[src/logic/oag_consts.svh]
`ifndef OAG_CONSTS_SVH
`define OAG_CONSTS_SVH

`define OAG_SHORT_ABS_PAGE 8'hFF
`define OAG_MEM_IND_PAGE   8'h00
`define OAG_STEP_BYTE      16'h0001
`define OAG_STEP_WORD      16'h0002
`define OAG_CONST_ONE      16'h0001
`define OAG_CONST_TWO      16'h0002
`define OAG_BITNUM_LSB     4
`define OAG_REL_MIN        -126
`define OAG_REL_MAX        128
`define OAG_RESET_ADDR     16'h0000

`endif

[src/logic/oag_pkg.sv]
package oag_pkg;

    typedef enum logic [3:0] {
        MODE_REG_DIRECT          = 4'h0,
        MODE_REG_INDIRECT        = 4'h1,
        MODE_REG_INDIRECT_DISP   = 4'h2,
        MODE_REG_INDIRECT_POSTINC = 4'h3,
        MODE_REG_INDIRECT_PREDEC = 4'h4,
        MODE_SHORT_ABSOLUTE      = 4'h5,
        MODE_LONG_ABSOLUTE       = 4'h6,
        MODE_IMM_BYTE            = 4'h7,
        MODE_IMM_WORD            = 4'h8,
        MODE_PC_RELATIVE         = 4'h9,
        MODE_MEM_INDIRECT        = 4'hA
    } mode_t;

    typedef enum logic [3:0] {
        OP_BYTE_MOVE   = 4'h0,
        OP_WORD_MOVE   = 4'h1,
        OP_ARITH_IMM   = 4'h2,
        OP_ARITH_REG   = 4'h3,
        OP_WORD_ARITH  = 4'h4,
        OP_ADD_CONSTANT = 4'h5,
        OP_SUB_CONSTANT = 4'h6,
        OP_MULDIV      = 4'h7,
        OP_BIT_REGNUM  = 4'h8,
        OP_BIT_OTHER   = 4'h9,
        OP_BRANCH_COND = 4'hA,
        OP_RELATIVE_CALL = 4'hB,
        OP_JUMP        = 4'hC,
        OP_SUBROUTINE_CALL = 4'hD
    } opclass_t;

    typedef enum logic [1:0] {
        ST_IDLE = 2'b01,
        ST_VEC  = 2'b10
    } state_t;

    typedef struct packed {
        logic        valid;
        mode_t       mode;
        opclass_t    op;
        logic        store;
        logic        const_two;
        logic        bit_from_reg;
        logic        bit_in_byte4;
        logic [3:0]  reg_field;
        logic [7:0]  byte2;
        logic [7:0]  byte4;
        logic [15:0] ext_word;
        logic [15:0] reg_value;
        logic [7:0]  bitreg_value;
        logic [15:0] pc;
    } ea_req_t;

    typedef struct packed {
        logic        valid;
        logic        illegal;
        logic        mem_access;
        logic        word;
        logic [3:0]  reg_field;
        logic [15:0] addr;
        logic        imm_valid;
        logic [15:0] imm;
        logic [2:0]  bit_num;
        logic        target_valid;
        logic [15:0] target;
    } ea_res_t;

    typedef struct packed {
        logic        valid;
        logic [2:0]  reg_num;
        logic [15:0] value;
    } wb_t;

endpackage

[src/logic/operand_address_generator.sv]
`timescale 1ns/100ps
`include "oag_consts.svh"
module operand_address_generator (
    // clock and reset
    input  wire logic             clk_sys,
    input  wire logic             rst,
    // request from sequencer and register file
    input  wire oag_pkg::ea_req_t req,
    output logic                  ready,
    // result to memory access stage
    output oag_pkg::ea_res_t      res,
    // address register write back
    output oag_pkg::wb_t          wb,
    // zero page word read for memory indirect
    output logic                  vec_rd,
    output logic      [15:0]      vec_addr,
    input  wire logic             vec_data_valid,
    input  wire logic [15:0]      vec_data
);
    import oag_pkg::*;

    // ************************************************
    // decode
    // ************************************************
    state_t      state;
    state_t      next_state;
    logic        take;
    logic        is_move;
    logic        is_bit;
    logic        is_jump;
    logic        is_word;
    logic        legal;
    logic [15:0] step;
    logic [15:0] disp_addr;
    logic [15:0] plain_addr;
    logic [15:0] rel_target;
    logic [15:0] dec_addr;
    logic [15:0] inc_value;
    logic [15:0] vec_target;
    logic [15:0] rel_offset;
    logic        align_mem;
    logic [2:0]  bit_num;

    assign take    = req.valid && ready && (state == ST_IDLE);
    assign is_move = (req.op == OP_BYTE_MOVE) || (req.op == OP_WORD_MOVE);
    assign is_bit  = (req.op == OP_BIT_REGNUM) || (req.op == OP_BIT_OTHER);
    assign is_jump = (req.op == OP_JUMP) || (req.op == OP_SUBROUTINE_CALL);

    assign is_word = (req.op == OP_WORD_MOVE) || (req.op == OP_WORD_ARITH)
                  || (req.op == OP_ADD_CONSTANT) || (req.op == OP_SUB_CONSTANT)
                  || (req.op == OP_MULDIV);

    // mode permission per instruction class
    always_comb begin
        unique case (req.mode)
            MODE_REG_DIRECT:           legal = !is_jump && (req.op != OP_BRANCH_COND)
                                            && (req.op != OP_RELATIVE_CALL);
            MODE_REG_INDIRECT:         legal = is_move || is_bit || is_jump;
            MODE_REG_INDIRECT_DISP:    legal = is_move;
            MODE_REG_INDIRECT_POSTINC: legal = is_move && !req.store;
            MODE_REG_INDIRECT_PREDEC:  legal = is_move && req.store;
            MODE_SHORT_ABSOLUTE:       legal = (req.op == OP_BYTE_MOVE) || is_bit;
            MODE_LONG_ABSOLUTE:        legal = is_move || is_jump;
            MODE_IMM_BYTE:             legal = ((req.op == OP_BYTE_MOVE)
                                            || (req.op == OP_ARITH_IMM)) && !req.store;
            MODE_IMM_WORD:             legal = (req.op == OP_WORD_MOVE) && !req.store;
            MODE_PC_RELATIVE:          legal = (req.op == OP_BRANCH_COND)
                                            || (req.op == OP_RELATIVE_CALL);
            MODE_MEM_INDIRECT:         legal = is_jump;
            default:                   legal = 1'b0;
        endcase
    end

    assign step       = is_word ? `OAG_STEP_WORD : `OAG_STEP_BYTE;
    assign align_mem  = (req.op == OP_WORD_MOVE);
    assign rel_offset = {{8{req.byte2[7]}}, req.byte2};
    assign dec_addr   = req.reg_value - step;
    assign inc_value  = req.reg_value + step;
    assign plain_addr = {req.reg_value[15:1], req.reg_value[0] & ~align_mem};
    assign vec_target = {vec_data[15:1], 1'b0};
    assign bit_num    = req.bit_from_reg ? req.bitreg_value[2:0]
                      : req.bit_in_byte4 ? req.byte4[`OAG_BITNUM_LSB +: 3]
                      : req.byte2[`OAG_BITNUM_LSB +: 3];

    ea_adder #(
        .WIDTH(16)
    ) u_disp_adder (
        .base      (req.reg_value),
        .offset    (req.ext_word),
        .align_word(align_mem),
        .sum       (disp_addr)
    );

    // pc is the address of the next instruction, giving -126..+128 from this one
    ea_adder #(
        .WIDTH(16)
    ) u_rel_adder (
        .base      (req.pc),
        .offset    (rel_offset),
        .align_word(1'b1),
        .sum       (rel_target)
    );

    // ************************************************
    // next result
    // ************************************************
    ea_res_t next_res;
    wb_t     next_wb;
    logic    next_vec_rd;

    always_comb begin
        next_res              = '0;
        next_res.word         = is_word;
        next_res.reg_field    = req.reg_field;
        next_res.bit_num      = bit_num;
        next_res.illegal      = !legal;
        next_wb               = '0;
        next_wb.reg_num       = req.reg_field[2:0];
        next_vec_rd           = 1'b0;
        if (take) begin
            next_res.valid = 1'b1;
            if (legal) begin
                unique case (req.mode)
                    MODE_REG_DIRECT: begin
                        if ((req.op == OP_ADD_CONSTANT) || (req.op == OP_SUB_CONSTANT)) begin
                            next_res.imm_valid = 1'b1;
                            next_res.imm = req.const_two ? `OAG_CONST_TWO : `OAG_CONST_ONE;
                        end
                    end
                    MODE_REG_INDIRECT: begin
                        if (is_jump) begin
                            next_res.target_valid = 1'b1;
                            next_res.target = {req.reg_value[15:1], 1'b0};
                        end else begin
                            next_res.mem_access = 1'b1;
                            next_res.addr = plain_addr;
                        end
                    end
                    MODE_REG_INDIRECT_DISP: begin
                        next_res.mem_access = 1'b1;
                        next_res.addr = disp_addr;
                    end
                    MODE_REG_INDIRECT_POSTINC: begin
                        next_res.mem_access = 1'b1;
                        next_res.addr = plain_addr;
                        next_wb.valid = 1'b1;
                        next_wb.value = inc_value;
                    end
                    MODE_REG_INDIRECT_PREDEC: begin
                        next_res.mem_access = 1'b1;
                        next_res.addr = {dec_addr[15:1], dec_addr[0] & ~align_mem};
                        next_wb.valid = 1'b1;
                        next_wb.value = dec_addr;
                    end
                    MODE_SHORT_ABSOLUTE: begin
                        next_res.mem_access = 1'b1;
                        next_res.addr = {`OAG_SHORT_ABS_PAGE, req.byte2};
                    end
                    MODE_LONG_ABSOLUTE: begin
                        if (is_jump) begin
                            next_res.target_valid = 1'b1;
                            next_res.target = {req.ext_word[15:1], 1'b0};
                        end else begin
                            next_res.mem_access = 1'b1;
                            next_res.addr = {req.ext_word[15:1], req.ext_word[0] & ~align_mem};
                        end
                    end
                    MODE_IMM_BYTE: begin
                        next_res.imm_valid = 1'b1;
                        next_res.imm = {8'h00, req.byte2};
                    end
                    MODE_IMM_WORD: begin
                        next_res.imm_valid = 1'b1;
                        next_res.imm = req.ext_word;
                    end
                    MODE_PC_RELATIVE: begin
                        next_res.target_valid = 1'b1;
                        next_res.target = rel_target;
                    end
                    MODE_MEM_INDIRECT: begin
                        next_res.valid = 1'b0;
                        next_vec_rd = 1'b1;
                    end
                    default: begin
                        next_res.illegal = 1'b1;
                    end
                endcase
            end
        end else if ((state == ST_VEC) && vec_data_valid) begin
            next_res.valid        = 1'b1;
            next_res.illegal      = 1'b0;
            next_res.word         = 1'b1;
            next_res.target_valid = 1'b1;
            next_res.target       = vec_target;
        end
    end

    always_comb begin
        unique case (state)
            ST_IDLE: next_state = next_vec_rd ? ST_VEC : ST_IDLE;
            ST_VEC:  next_state = vec_data_valid ? ST_IDLE : ST_VEC;
            default: next_state = ST_IDLE;
        endcase
    end

    // ************************************************
    // registers
    // ************************************************
    logic [15:0] vec_req_addr;
    // table read is a whole word, so the low bit is dropped too
    assign vec_req_addr = {`OAG_MEM_IND_PAGE, req.byte2[7:1], 1'b0};

    always_ff @(posedge clk_sys or posedge rst) begin
        if (rst) begin
            state    <= ST_IDLE;
            ready    <= 1'b1;
            res      <= '0;
            wb       <= '0;
            vec_rd   <= 1'b0;
            vec_addr <= `OAG_RESET_ADDR;
        end else begin
            state    <= next_state;
            ready    <= (next_state == ST_IDLE);
            res      <= next_res;
            wb       <= next_wb;
            vec_rd   <= next_vec_rd;
            vec_addr <= next_vec_rd ? vec_req_addr : vec_addr;
        end
    end

    logic        [15:0] pc_taken;
    logic signed [17:0] rel_dist;

    // pc one edge back, so the reach is measured from the taken request
    always_ff @(posedge clk_sys) begin
        pc_taken <= req.pc;
    end
    assign rel_dist = $signed({2'b00, res.target}) - $signed({2'b00, pc_taken}) + 18'sd2;
endmodule

[src/logic/ea_adder.sv]
`timescale 1ns/100ps
module ea_adder #(
    parameter int WIDTH = 16
) (
    // operands
    input  wire logic [WIDTH-1:0] base,
    input  wire logic [WIDTH-1:0] offset,
    input  wire logic             align_word,
    // result
    output logic      [WIDTH-1:0] sum
);
    logic [WIDTH-1:0] raw;

    // carry out dropped: addresses wrap in the 64k space
    assign raw = base + offset;
    assign sum = {raw[WIDTH-1:1], raw[0] & ~align_word};
endmodule

[config.mk]
export PLATFORM = sky130hd
export DESIGN_NAME = operand_address_generator
export DESIGN_NICKNAME = d
export VERILOG_FILES = /design/src/logic/oag_pkg.sv /design/src/logic/operand_address_generator.sv /design/src/logic/ea_adder.sv
export VERILOG_INCLUDE_DIRS = /design/src /design/src/logic
export SDC_FILE = /design/constraint.sdc
export NUM_CORES = 1
export LEC_CHECK = 0
export ABC_CLOCK_PERIOD_IN_PS = 2750
export BUFFER_PORTS_ARGS = -buffer_cell sky130_fd_sc_hd__buf_4
export CORE_ASPECT_RATIO = 0.9
export CORE_UTILIZATION = 40
export CTS_BUF_LIST = sky130_fd_sc_hd__clkbuf_2 sky130_fd_sc_hd__clkbuf_4 sky130_fd_sc_hd__clkbuf_8
export DETAILED_ROUTE_END_ITERATION = 16
export PLACE_DENSITY_LB_ADDON = 0.2
export SLEW_MARGIN = 20
export SYNTH_ARGS = -nofsm -noshare
export SYNTH_HDL_FRONTEND = slang
export SYNTH_HIERARCHICAL = 1
export SYNTH_SLANG_ARGS = --single-unit
[constraint.sdc]
create_clock -name clk_sys -period 2.75 [get_ports clk_sys]
set_input_delay 0.1375 -clock clk_sys [delete_from_list [all_inputs] [get_ports clk_sys]]
set_output_delay 0.1375 -clock clk_sys [all_outputs]
set_load 0.02 [all_outputs]
# Word level (Yosys, flattened, before mapping)

Index checks and enable logic that the tools add are counted.

Bits in registers: 92
Input bits: 108
Output and inout bits: 99
Logic and storage cells: 126

Add/subtract/negate cells: 4
Equality and inequality tests: 27
Mux-type cells: 40
Bitwise operators: 5
Reductions and logical operators: 32

Operators with widths:

| operator             | number |
|---|---|
| $mux W17             | 6 |
| $pmux W17 S3         | 2 |
| $pmux W16 S6         | 1 |
| $mux W33             | 2 |
| $mux W16             | 4 |
| $eq A4 B4 Y1 const B | 9 |
| $add A16 B16 Y16     | 2 |
| $eq A4 B3 Y1 const B | 8 |
| $pmux W16 S2         | 1 |
| $add A16 B2 Y16      | 1 |
| $sub A16 B2 Y16      | 1 |
| $logic_or A1 B1 Y1   | 14 |
| $eq A4 B2 Y1 const B | 3 |
| $mux W1              | 12 |
| $mux W2              | 6 |
| $pmux W1 S11         | 1 |
| $reduce_or A11 Y1    | 1 |
| $logic_and A1 B1 Y1  | 9 |
| $mux W3              | 3 |
| $eq A4 B1 Y1 const B | 2 |
| $logic_not A4 Y1     | 2 |
| $ne A4 B4 Y1 const B | 2 |
| $and A1 B1 Y1        | 4 |
| $eq A2 B1 Y1 const B | 2 |
| other kinds (7)      | 10 |

# Depth between registers and ports, before layout

Gate-level depths: netlist of the first run.

Depth in word-level cells: 11
Depth in mapped cells: 11

# Cells and area by module

Netlist of the first run, hierarchy kept.

Modules (own cells, without submodules):

| module                    | instances | cells each | area an instance (µm²) |
|---|---|---|---|
| operand_address_generator | 1         | 533        | 5037.3 |
| ea_adder at u_disp_adder  | 1         | 108        | 843.3 |
| ea_adder at u_rel_adder   | 1         | 102        | 752.0 |

# Least setup slack after synthesis of the first run

Ideal clock, no wire load.

Path kind: input-to-reg
Start: input port req[81] in the netlist's numbering
End: register wb[15] in the netlist's numbering
Library setup time: 0.082 ns
Arrival time: 2.287 ns
Data required time: 2.668 ns
Path slack: 0.381 ns
Cell stages on the path: 10
Path buffers: 1
Cell sequence: buf_4 > nor2b_2 > o21bai_1 > inv_1 > ha_1 > inv_1 > o41ai_2 > nand2_1 > or4_1 > a31oi_1

RTL lines:

| what                 | line                             | source |
|---|---|---|
| start, declared      | operand_address_generator.sv:8   | `input wire oag_pkg::ea_req_t req,` |
| end signal, assigned | operand_address_generator.sv:225 | `wb <= next_wb;` |
| end, declared        | operand_address_generator.sv:13  | `output oag_pkg::wb_t wb,` |

==> results of run 1 <==
==> layout make-up <==
| cell class | instances | share of cell area [%] |
|---|---|---|
| multi-input combinational | 579 | 46.2 |
| timing repair buffer | 236 | 21.5 |
| inverter | 24 | 1.05 |
| tap | 207 | 2.98 |
| clock inverter | 7 | 1.18 |
| clock buffer | 9 | 1.42 |
| sequential | 89 | 25.6 |
==> registers in the layout, summed over array words and instances, names as in the netlist <==
| name | flops |
|---|---|
| res | 59 |
| wb | 19 |
| vec_addr | 7 |
| state | 2 |
| ready | 1 |
| vec_rd | 1 |
==> layer usage <==
layer / vias to the layer above / share of wire (%)
met4: 0 / 1.5
met5: - / 0
li1: 3166 / -
met3: 23 / 8.1
met2: 310 / 44
met1: 3136 / 46
==> power by group <==
group	total [mW]	internal, mW	switching, mW
registers	1.40	1.37	0.0253
logic	1.16	0.493	0.667
clock network	1.02	0.522	0.498
==> through the flow <==
step | instance area [µm²] | hold WS [ns]
6_report | 8700 | 0.0345
5_1_grt | 8700 | 0.0157
4_1_cts | 8700 | 0.00675
3_5_place_dp | 8180 | 0.250
3_3_place_gp | 8180 | 0.248
2_1_floorplan | 6660 | 0.169
==> Yosys cell counts (all sizes together), types with 3 or more instances <==
cell / n / area [µm²]
a211oi: 15 / 133
a21o: 6 / 52.6
a21oi: 54 / 278
a221oi: 12 / 105
a222oi: 20 / 200
a22oi: 11 / 82.6
a311oi: 5 / 50.0
a31o: 3 / 26.3
a31oi: 16 / 115
and2: 3 / 18.8
and3: 15 / 93.8
buf: 33 / 220
clkbuf: 26 / 101
dfrtp: 87 / 2180
fa: 3 / 60.1
ha: 34 / 425
inv: 23 / 86.3
mux2: 7 / 101
mux2i: 4 / 40.0
nand2: 69 / 259
nand2b: 9 / 63.8
nand3: 23 / 115
nand3b: 5 / 41.3
nand4: 9 / 62.6
nor2: 52 / 200
nor2b: 8 / 52.6
nor3: 31 / 180
nor3b: 3 / 38.8
nor4: 11 / 90.1
nor4b: 4 / 50.1
o211ai: 9 / 72.6
o21a: 4 / 30.0
o21ai: 46 / 234
o21bai: 4 / 30.0
o22ai: 3 / 18.8
o311a: 3 / 31.3
o311ai: 3 / 33.8
o41ai: 3 / 41.3
xnor2: 18 / 158
xor2: 16 / 140
==> kinds of logic after synthesis <==
family	synth area share [%]
other	0.113
AND/OR/NAND/NOR	21.0
AO/OA/AOI/OAI	25.2
adder cells (fa/ha/maj)	7.32
flip-flops	33.6
XOR/XNOR	4.49
buffers and inverters	6.21
multiplexers	2.13
==> critical path: stages <==
cell and delay (ns):
sky130_fd_sc_hd__buf_4 0.14, sky130_fd_sc_hd__ha_1 0.24, sky130_fd_sc_hd__fa_1 0.44, sky130_fd_sc_hd__a21oi_2 0.23, sky130_fd_sc_hd__o221ai_2 0.22, sky130_fd_sc_hd__a311o_2 0.48, sky130_fd_sc_hd__nand4_1 0.11, sky130_fd_sc_hd__o311ai_2 0.10
sky130_fd_sc_hd__a221oi_1 0.30, sky130_fd_sc_hd__a31oi_1 0.13
==> cell usage in the layout, fill, tap and decap left out, types with 9 or more instances in the layout <==
| master | instances |
|---|---|
| sky130_fd_sc_hd__buf_4 | 205 |
| sky130_fd_sc_hd__dfrtp_1 | 87 |
| sky130_fd_sc_hd__nand2_1 | 69 |
| sky130_fd_sc_hd__a21oi_1 | 52 |
| sky130_fd_sc_hd__nor2_1 | 50 |
| sky130_fd_sc_hd__o21ai_0 | 39 |
| sky130_fd_sc_hd__ha_1 | 34 |
| sky130_fd_sc_hd__dlygate4sd3_1 | 29 |
| sky130_fd_sc_hd__nor3_1 | 26 |
| sky130_fd_sc_hd__nand3_1 | 23 |
| sky130_fd_sc_hd__inv_1 | 22 |
| sky130_fd_sc_hd__a222oi_1 | 20 |
| sky130_fd_sc_hd__xnor2_1 | 18 |
| sky130_fd_sc_hd__xor2_1 | 16 |
| sky130_fd_sc_hd__and3_1 | 15 |
| sky130_fd_sc_hd__a31oi_1 | 15 |
| sky130_fd_sc_hd__a221oi_1 | 12 |
| sky130_fd_sc_hd__a22oi_1 | 11 |
| sky130_fd_sc_hd__a211oi_1 | 11 |
| sky130_fd_sc_hd__conb_1 | 10 |
| sky130_fd_sc_hd__nor4_1 | 9 |
| sky130_fd_sc_hd__clkbuf_8 | 9 |
==> worst paths after layout <==
path | end
hold / removal | res[35]
hold reg to reg | vec_addr[6]
min in group asynchronous | wb[17]
setup reg to reg | res[28]
max in group asynchronous | wb[6]
setup / recovery | res[49]
==> what timing repair did <==
action,in CTS,in global routing
hold buffers,29,0
hold endpoints to repair,61,0
resized for setup,0,0
endpoints found under the setup margin,0,0
==> reports/qor.json, run 1 <==
{
  "run_status": {
    "result_of_the_run": "finished clean"
  },
  "detailed_routing": {
    "totalWireLength_mm": 21.2,
    "route.detailed.wl_per_inst_um": 18.4,
    "route.antenna.remaining_nets": 0,
    "dr_total_vias": 6635,
    "drt_first_iter_violations": 694,
    "drc": 0,
    "detailed_router_iteration_count_before_antenna_repair": 6,
    "post_drt_via_cell_ratio": 5.76
  },
  "worst_setup_path": {
    "cp-startpoint": "req[24]",
    "worst_r2r_startpoint": "state[0]",
    "critPathLaunchType": "input pin",
    "setup.worst_path.class": "in2reg",
    "cp.arrival_ns": 2.53,
    "worstPathMaxFanout": 8,
    "r2r.worst_path.cells": 4,
    "crit_path_end_kind": "flop",
    "cp.required_ns": 3.00,
    "reg2reg_slack_ns": 0.90
  },
  "timing": {
    "timing.slew.headroom_pct": 27.1,
    "rsz0062_at_grt": "false",
    "tightest_slew_ns": 1.09,
    "timing_max_transition_violations_final": 0,
    "fmax_mhz": 439,
    "finClkSkew_ns": 0.0178,
    "final_min_period_over_clock_period_pct": 82.9,
    "finalCriticalPeriod_ns": 2.28,
    "timing.final.ws_setup_ns": 0.470,
    "timing.final.hold_violations": 0,
    "final.setup.tns_ns": 0,
    "setup-violations-final": 0
  },
  "power": {
    "power_density_mw_per_mm2": 411,
    "totalPowerFinal_mw": 3.58,
    "vdd.ir_drop.worst_mv": 0.296,
    "power.static_leakage_nw": 3.94
  },
  "clock_network": {
    "cts_tree": "built",
    "clock_tree.root_cell": "sky130_fd_sc_hd__clkbuf_8",
    "cts_setup_buffers": 0,
    "insertion_delay_ns": 0.38,
    "cts-root-to-sink-buffers": 2,
    "cts_made_buffers": 9,
    "sink_count_of_the_clock_tree": 89,
    "h-tree-depth": 3,
    "clock_transition_at_the_registers_of_the_reported_paths_ns": 0.10
  },
  "job": {
    "max_cap_violations": 0
  },
  "finish": {
    "utilization_pct": 53.7,
    "multiInputGateArea_mm2": 0.00402,
    "layout-area-overhead-vs-synth_pct": 31.1,
    "n_fill_cell": 1537,
    "final_layout_size_suffix_gt1_share_pct": 28.8,
    "layoutNonFillerInstCount": 1151,
    "antennaDiodeCount": 0,
    "final_nets": 1084,
    "layout.area.seq_mm2": 0.00223
  },
  "logic_synthesis": {
    "synthArstFlopShare_pct": 100,
    "yosys_most_used_dff": "sky130_fd_sc_hd__dfrtp_1",
    "ys_seq_elements": 89,
    "seq_area_frac_synth_pct": 33.6,
    "synth_enable_flop_cells": 0,
    "syn-cell-area_mm2": 0.00663,
    "postSynthCellCount": 743,
    "synth.lib_cells_used.distinct": 94,
    "ys_warn_count": 6,
    "post_synth.cell_area_avg_um2": 8.93
  },
  "grt": {
    "grtUsageMet3_pct": 5.29,
    "grt-ovfl-total": 0,
    "grt_start_max_net_pins": 49,
    "global_route.usage.total_pct": 25.0,
    "first_global_vias": 6041,
    "grt_first_pass_wirelength_mm": 32.4,
    "grt-busiest-layer": "met2",
    "grt_antenna_before_repair": 0,
    "global_route.usage.met1_pct": 35.1,
    "grt_util_met2_pct": 38.4
  },
  "floorplanning": {
    "die_h_um": 124,
    "floorplan.initialDensity_pct": 41.0,
    "die_area_mm2": 0.0171,
    "design.core.area_mm2": 0.0162,
    "ios": 207,
    "fp.dieW_um": 138,
    "fp-row-count": 44
  },
  "worst_hold_path": {
    "hold_path_class": "in2reg",
    "hold_path_depth": 2,
    "hold_start": "req[55]"
  },
  "placed_design": {
    "weighted_congestion_reported_at_the_end_of_routability_driven_placement": 0.910,
    "place_worst_setup_slack_ns": 0.116,
    "hpwlAfterDp_mm": 16.0,
    "placed_cells": 1106,
    "place.port_buffers": 186
  }
}
Power figures use the tool's default switching activity.
==> run 2, diff against run 1 <==
Settings changed: ABC_CLOCK_PERIOD_IN_PS 2750 to 2000.
Clock period 2.75 ns to 2 ns, I/O delays scaled along.
==> reports/qor.json, run 2 (synthesis gave the netlist of run 1 again) <==
{
  "finish": {
    "regMostFlops": "res",
    "antennaDiodeCount": {"value": 0, "change": "unchanged"},
    "finish.instance_area": {"value": 0.0100, "unit": "mm²", "change": "+15%"},
    "largest_reg_flops": {"value": 59, "change": "unchanged"},
    "final_layout_size_suffix_gt1_share": {"value": 39.4, "unit": "%", "change": "+11 points"},
    "final_nets": {"value": 1237, "change": "+14%"},
    "layout_common_cells": "sky130_fd_sc_hd__buf_4, sky130_fd_sc_hd__dfrtp_1, sky130_fd_sc_hd__nand2_1, sky130_fd_sc_hd__a21oi_1, sky130_fd_sc_hd__nor2_1",
    "layout-area-overhead-vs-synth_pct": 50.9,
    "layout_top_registers": "res: 59 flops, wb: 19 flops, vec_addr: 7 flops",
    "final_common_cell": "sky130_fd_sc_hd__buf_4"
  },
  "clock_network": {
    "clock_tree.root_cell": "sky130_fd_sc_hd__clkbuf_8",
    "insertion_delay": {"value": 0.40, "unit": "ns", "change": "+0.02 ns"},
    "cts_tree": "built",
    "clock_transition_at_the_registers_of_the_reported_paths": {"value": 0.09, "unit": "ns", "change": "about the same"},
    "h-tree-depth": {"value": 3, "change": "unchanged"},
    "cts_made_buffers": {"value": 9, "change": "unchanged"},
    "sink_count_of_the_clock_tree": {"value": 89, "change": "unchanged"},
    "cts_setup_buffers": {"value": 0, "change": "unchanged"},
    "cts-root-to-sink-buffers": {"value": 2, "change": "unchanged"}
  },
  "worst_setup_path": {
    "worstPathMaxFanout": {"value": 3, "change": "-5"},
    "cp.required": {"value": 2.28, "unit": "ns", "change": "-0.72 ns"},
    "timing.rr.end": "vec_addr[6]",
    "critPathLaunchType": "input pin",
    "cp.arrival": {"value": 2.21, "unit": "ns", "change": "-0.32 ns"},
    "critical_path.cell_chain": "buf_6 > ha_4 > fa_2 > a21o_4 > a311oi_4 > nor2_2 > a211oi_2 > xnor2_1 > a222oi_1 > o21ai_1",
    "worst_r2r_startpoint": "state[0]",
    "worst_path_largest_cell_delay": {"value": 0.36, "unit": "ns", "change": "-0.12 ns"},
    "reg2reg_slack": {"value": 0.22, "unit": "ns", "change": "-0.68 ns"},
    "r2r.worst_path.cells": {"value": 5, "change": "+1"},
    "setup.worst_path.class": "in2reg",
    "critPathSlowestCell": "sky130_fd_sc_hd__fa_2",
    "crit_path_end_kind": "flop"
  },
  "power": {
    "clock_power_share": {"value": 25.9, "unit": "%", "change": "-2.6 points"},
    "internal_power": {"value": 3.48, "unit": "mW", "change": "+46%"},
    "p_comb_share": {"value": 37.3, "unit": "%", "change": "+4.9 points"},
    "power.static_leakage": {"value": 4.70, "unit": "nW", "change": "+19%"},
    "total_switching_power": {"value": 1.75, "unit": "mW", "change": "+47%"},
    "power_density": {"value": 522, "unit": "mW/mm²", "change": "+27%"},
    "seq_power_share": {"value": 36.8, "unit": "%", "change": "-2.3 points"},
    "switching_share": {"value": 33.4, "unit": "%", "change": "+0.14 points"},
    "totalPowerFinal": {"value": 5.23, "unit": "mW", "change": "+46%"},
    "vdd.ir_drop.worst": {"value": 0.571, "unit": "mV", "change": "+93%"}
  },
  "timing": {
    "rsz0062_at_grt": "true",
    "timing.final.ws_setup": {"value": 0.0689, "unit": "ns", "change": "-0.401 ns"},
    "final_min_period_over_clock_period_pct": 96.6,
    "fmax_mhz": 518,
    "timing.slew.headroom": {"value": 50.8, "unit": "%", "change": "+24 points"},
    "finClkSkew": {"value": 0.0170, "unit": "ns", "change": "-0.000746 ns"},
    "setup-violations-final": {"value": 0, "change": "unchanged"},
    "tightest_slew": {"value": 0.738, "unit": "ns", "change": "-0.351 ns"},
    "finalCriticalPeriod_ns": 1.93,
    "timing.final.hold_violations": {"value": 0, "change": "unchanged"},
    "final.setup.tns": {"value": 0, "unit": "ns", "change": "unchanged"},
    "timing_max_transition_violations_final": {"value": 0, "change": "unchanged"}
  },
  "grt": {
    "grt_antenna_before_repair": {"value": 1, "change": "+1"},
    "grt_first_pass_wirelength": {"value": 36.6, "unit": "mm", "change": "+13%"},
    "first_global_vias": {"value": 6956, "change": "+15%"},
    "grt_start_max_net_pins": {"value": 90, "change": "+84%"},
    "grt-ovfl-total": {"value": 0, "change": "unchanged"},
    "global_route.usage.total": {"value": 28.5, "unit": "%", "change": "+3.5 points"}
  },
  "floorplanning": {
    "die_h": {"value": 124, "unit": "µm", "change": "unchanged"},
    "die_area": {"value": 0.0171, "unit": "mm²", "change": "unchanged"},
    "floorplan.initialDensity": {"value": 41.0, "unit": "%", "change": "unchanged"},
    "ios": {"value": 207, "change": "unchanged"},
    "fp.dieW": {"value": 138, "unit": "µm", "change": "unchanged"},
    "fp-row-count": {"value": 44, "change": "unchanged"},
    "design.core.area": {"value": 0.0162, "unit": "mm²", "change": "unchanged"}
  },
  "detailed_routing": {
    "totalWireLength": {"value": 23.6, "unit": "mm", "change": "+12%"},
    "route.antenna.remaining_nets": {"value": 0, "change": "unchanged"},
    "dr_total_vias": {"value": 7312, "change": "+10%"},
    "route.detailed.wl_per_inst": {"value": 18.1, "unit": "µm", "change": "-1.6%"},
    "post_drt_via_cell_ratio": {"value": 5.61, "change": "-2.7%"},
    "drc": {"value": 0, "change": "unchanged"},
    "detailed_router_iteration_count_before_antenna_repair": {"value": 7, "change": "+1"},
    "drt_first_iter_violations": {"value": 551, "change": "-21%"}
  },
  "placed_design": {
    "place.port_buffers": {"value": 186, "change": "unchanged"},
    "hpwlAfterDp": {"value": 18.2, "unit": "mm", "change": "+13%"},
    "weighted_congestion_reported_at_the_end_of_routability_driven_placement": {"value": 0.947, "change": "+4.1%"},
    "place_worst_setup_slack": {"value": -0.346, "unit": "ns", "change": "-0.462 ns"},
    "placedInstanceArea": {"value": 0.00939, "unit": "mm²", "change": "+15%"}
  },
  "worst_hold_path": {
    "whs_endpoint": "res[52]",
    "hold_start": "req[39]",
    "hold_path_class": "in2reg",
    "hold_path_depth": {"value": 3, "change": "+1"}
  },
  "job": {
    "max_cap_violations": {"value": 0, "change": "unchanged"}
  },
  "run_status": {
    "result_of_the_run": "finished clean"
  }
}
==> run 2: worst max-delay path by stage <==
stage	start	endpoint	slack, ns
floorplan	req[81]	wb[15]	-0.07
global placement	req[24]	res[49]	-0.27
detailed placement	req[64]	res[14]	-0.35
CTS	req[64]	res[14]	0.05
global route	req[64]	res[14]	-0.03
finish	req[64]	res[14]	0.07
==> run 2: what timing repair did <==
item,in CTS,in global routing
hold buffers,34,0
setup endpoints to repair,0,7
endpoints found under the hold margin,114,0
resized for setup,0,11
==> run 2: final cells by class <==
type | count | area, µm²
clock inverter | 5 | 61.3
sequential | 89 | 2230
multi-input combinational | 579 | 4120
tap | 207 | 259
inverter | 24 | 93.8
clock buffer | 11 | 151
fill | 1443 | 6180
timing repair buffer | 389 | 3090
==> run 2: power by group through the flow <==
stage / registers [mW] / clock network (mW) / logic, mW
global route: 1.93 / 1.46 / 2.12
CTS: 1.92 / 1.40 / 1.91
finish: 1.92 / 1.36 / 1.95
detailed placement: 1.96 / 0 / 1.85
floorplan: 2.04 / 0 / 0.932
global placement: 1.96 / 0 / 1.84
==> run 2: critical path: cells and delay by family <==
kind / cells / cell delay [ns]
fa+ha+maj: 2 / 0.52
buf+inv: 1 / 0.10
simple gates: 1 / 0.08
xor+xnor: 1 / 0.12
compound gates: 5 / 1.29
==> run 2: stage by stage <==
stage / hold WS, ns / std cells / util (%)
5_1_grt: 0.0690 / 1304 / 61.8
4_1_cts: 0.0422 / 1304 / 61.4
6_report: 0.0601 / 1304 / 61.8
2_1_floorplan: 0.131 / 751 / -
3_3_place_gp: 0.210 / 1254 / 58.0
3_5_place_dp: 0.211 / 1254 / 58.0
==> run 2: per-layer routing <==
| layer | up-vias | wire [µm] | track usage [%] | share of wire, % |
|---|---|---|---|---|
| li1 | 3487 | - | - | - |
| met1 | 3500 | 10800 | 40.2 | 46 |
| met2 | 304 | 10800 | 44.8 | 46 |
| met3 | 21 | 1630 | 4.88 | 6.9 |
| met4 | 0 | 313 | 7.34 | 1.3 |
| met5 | - | 0 | 0 | 0 |
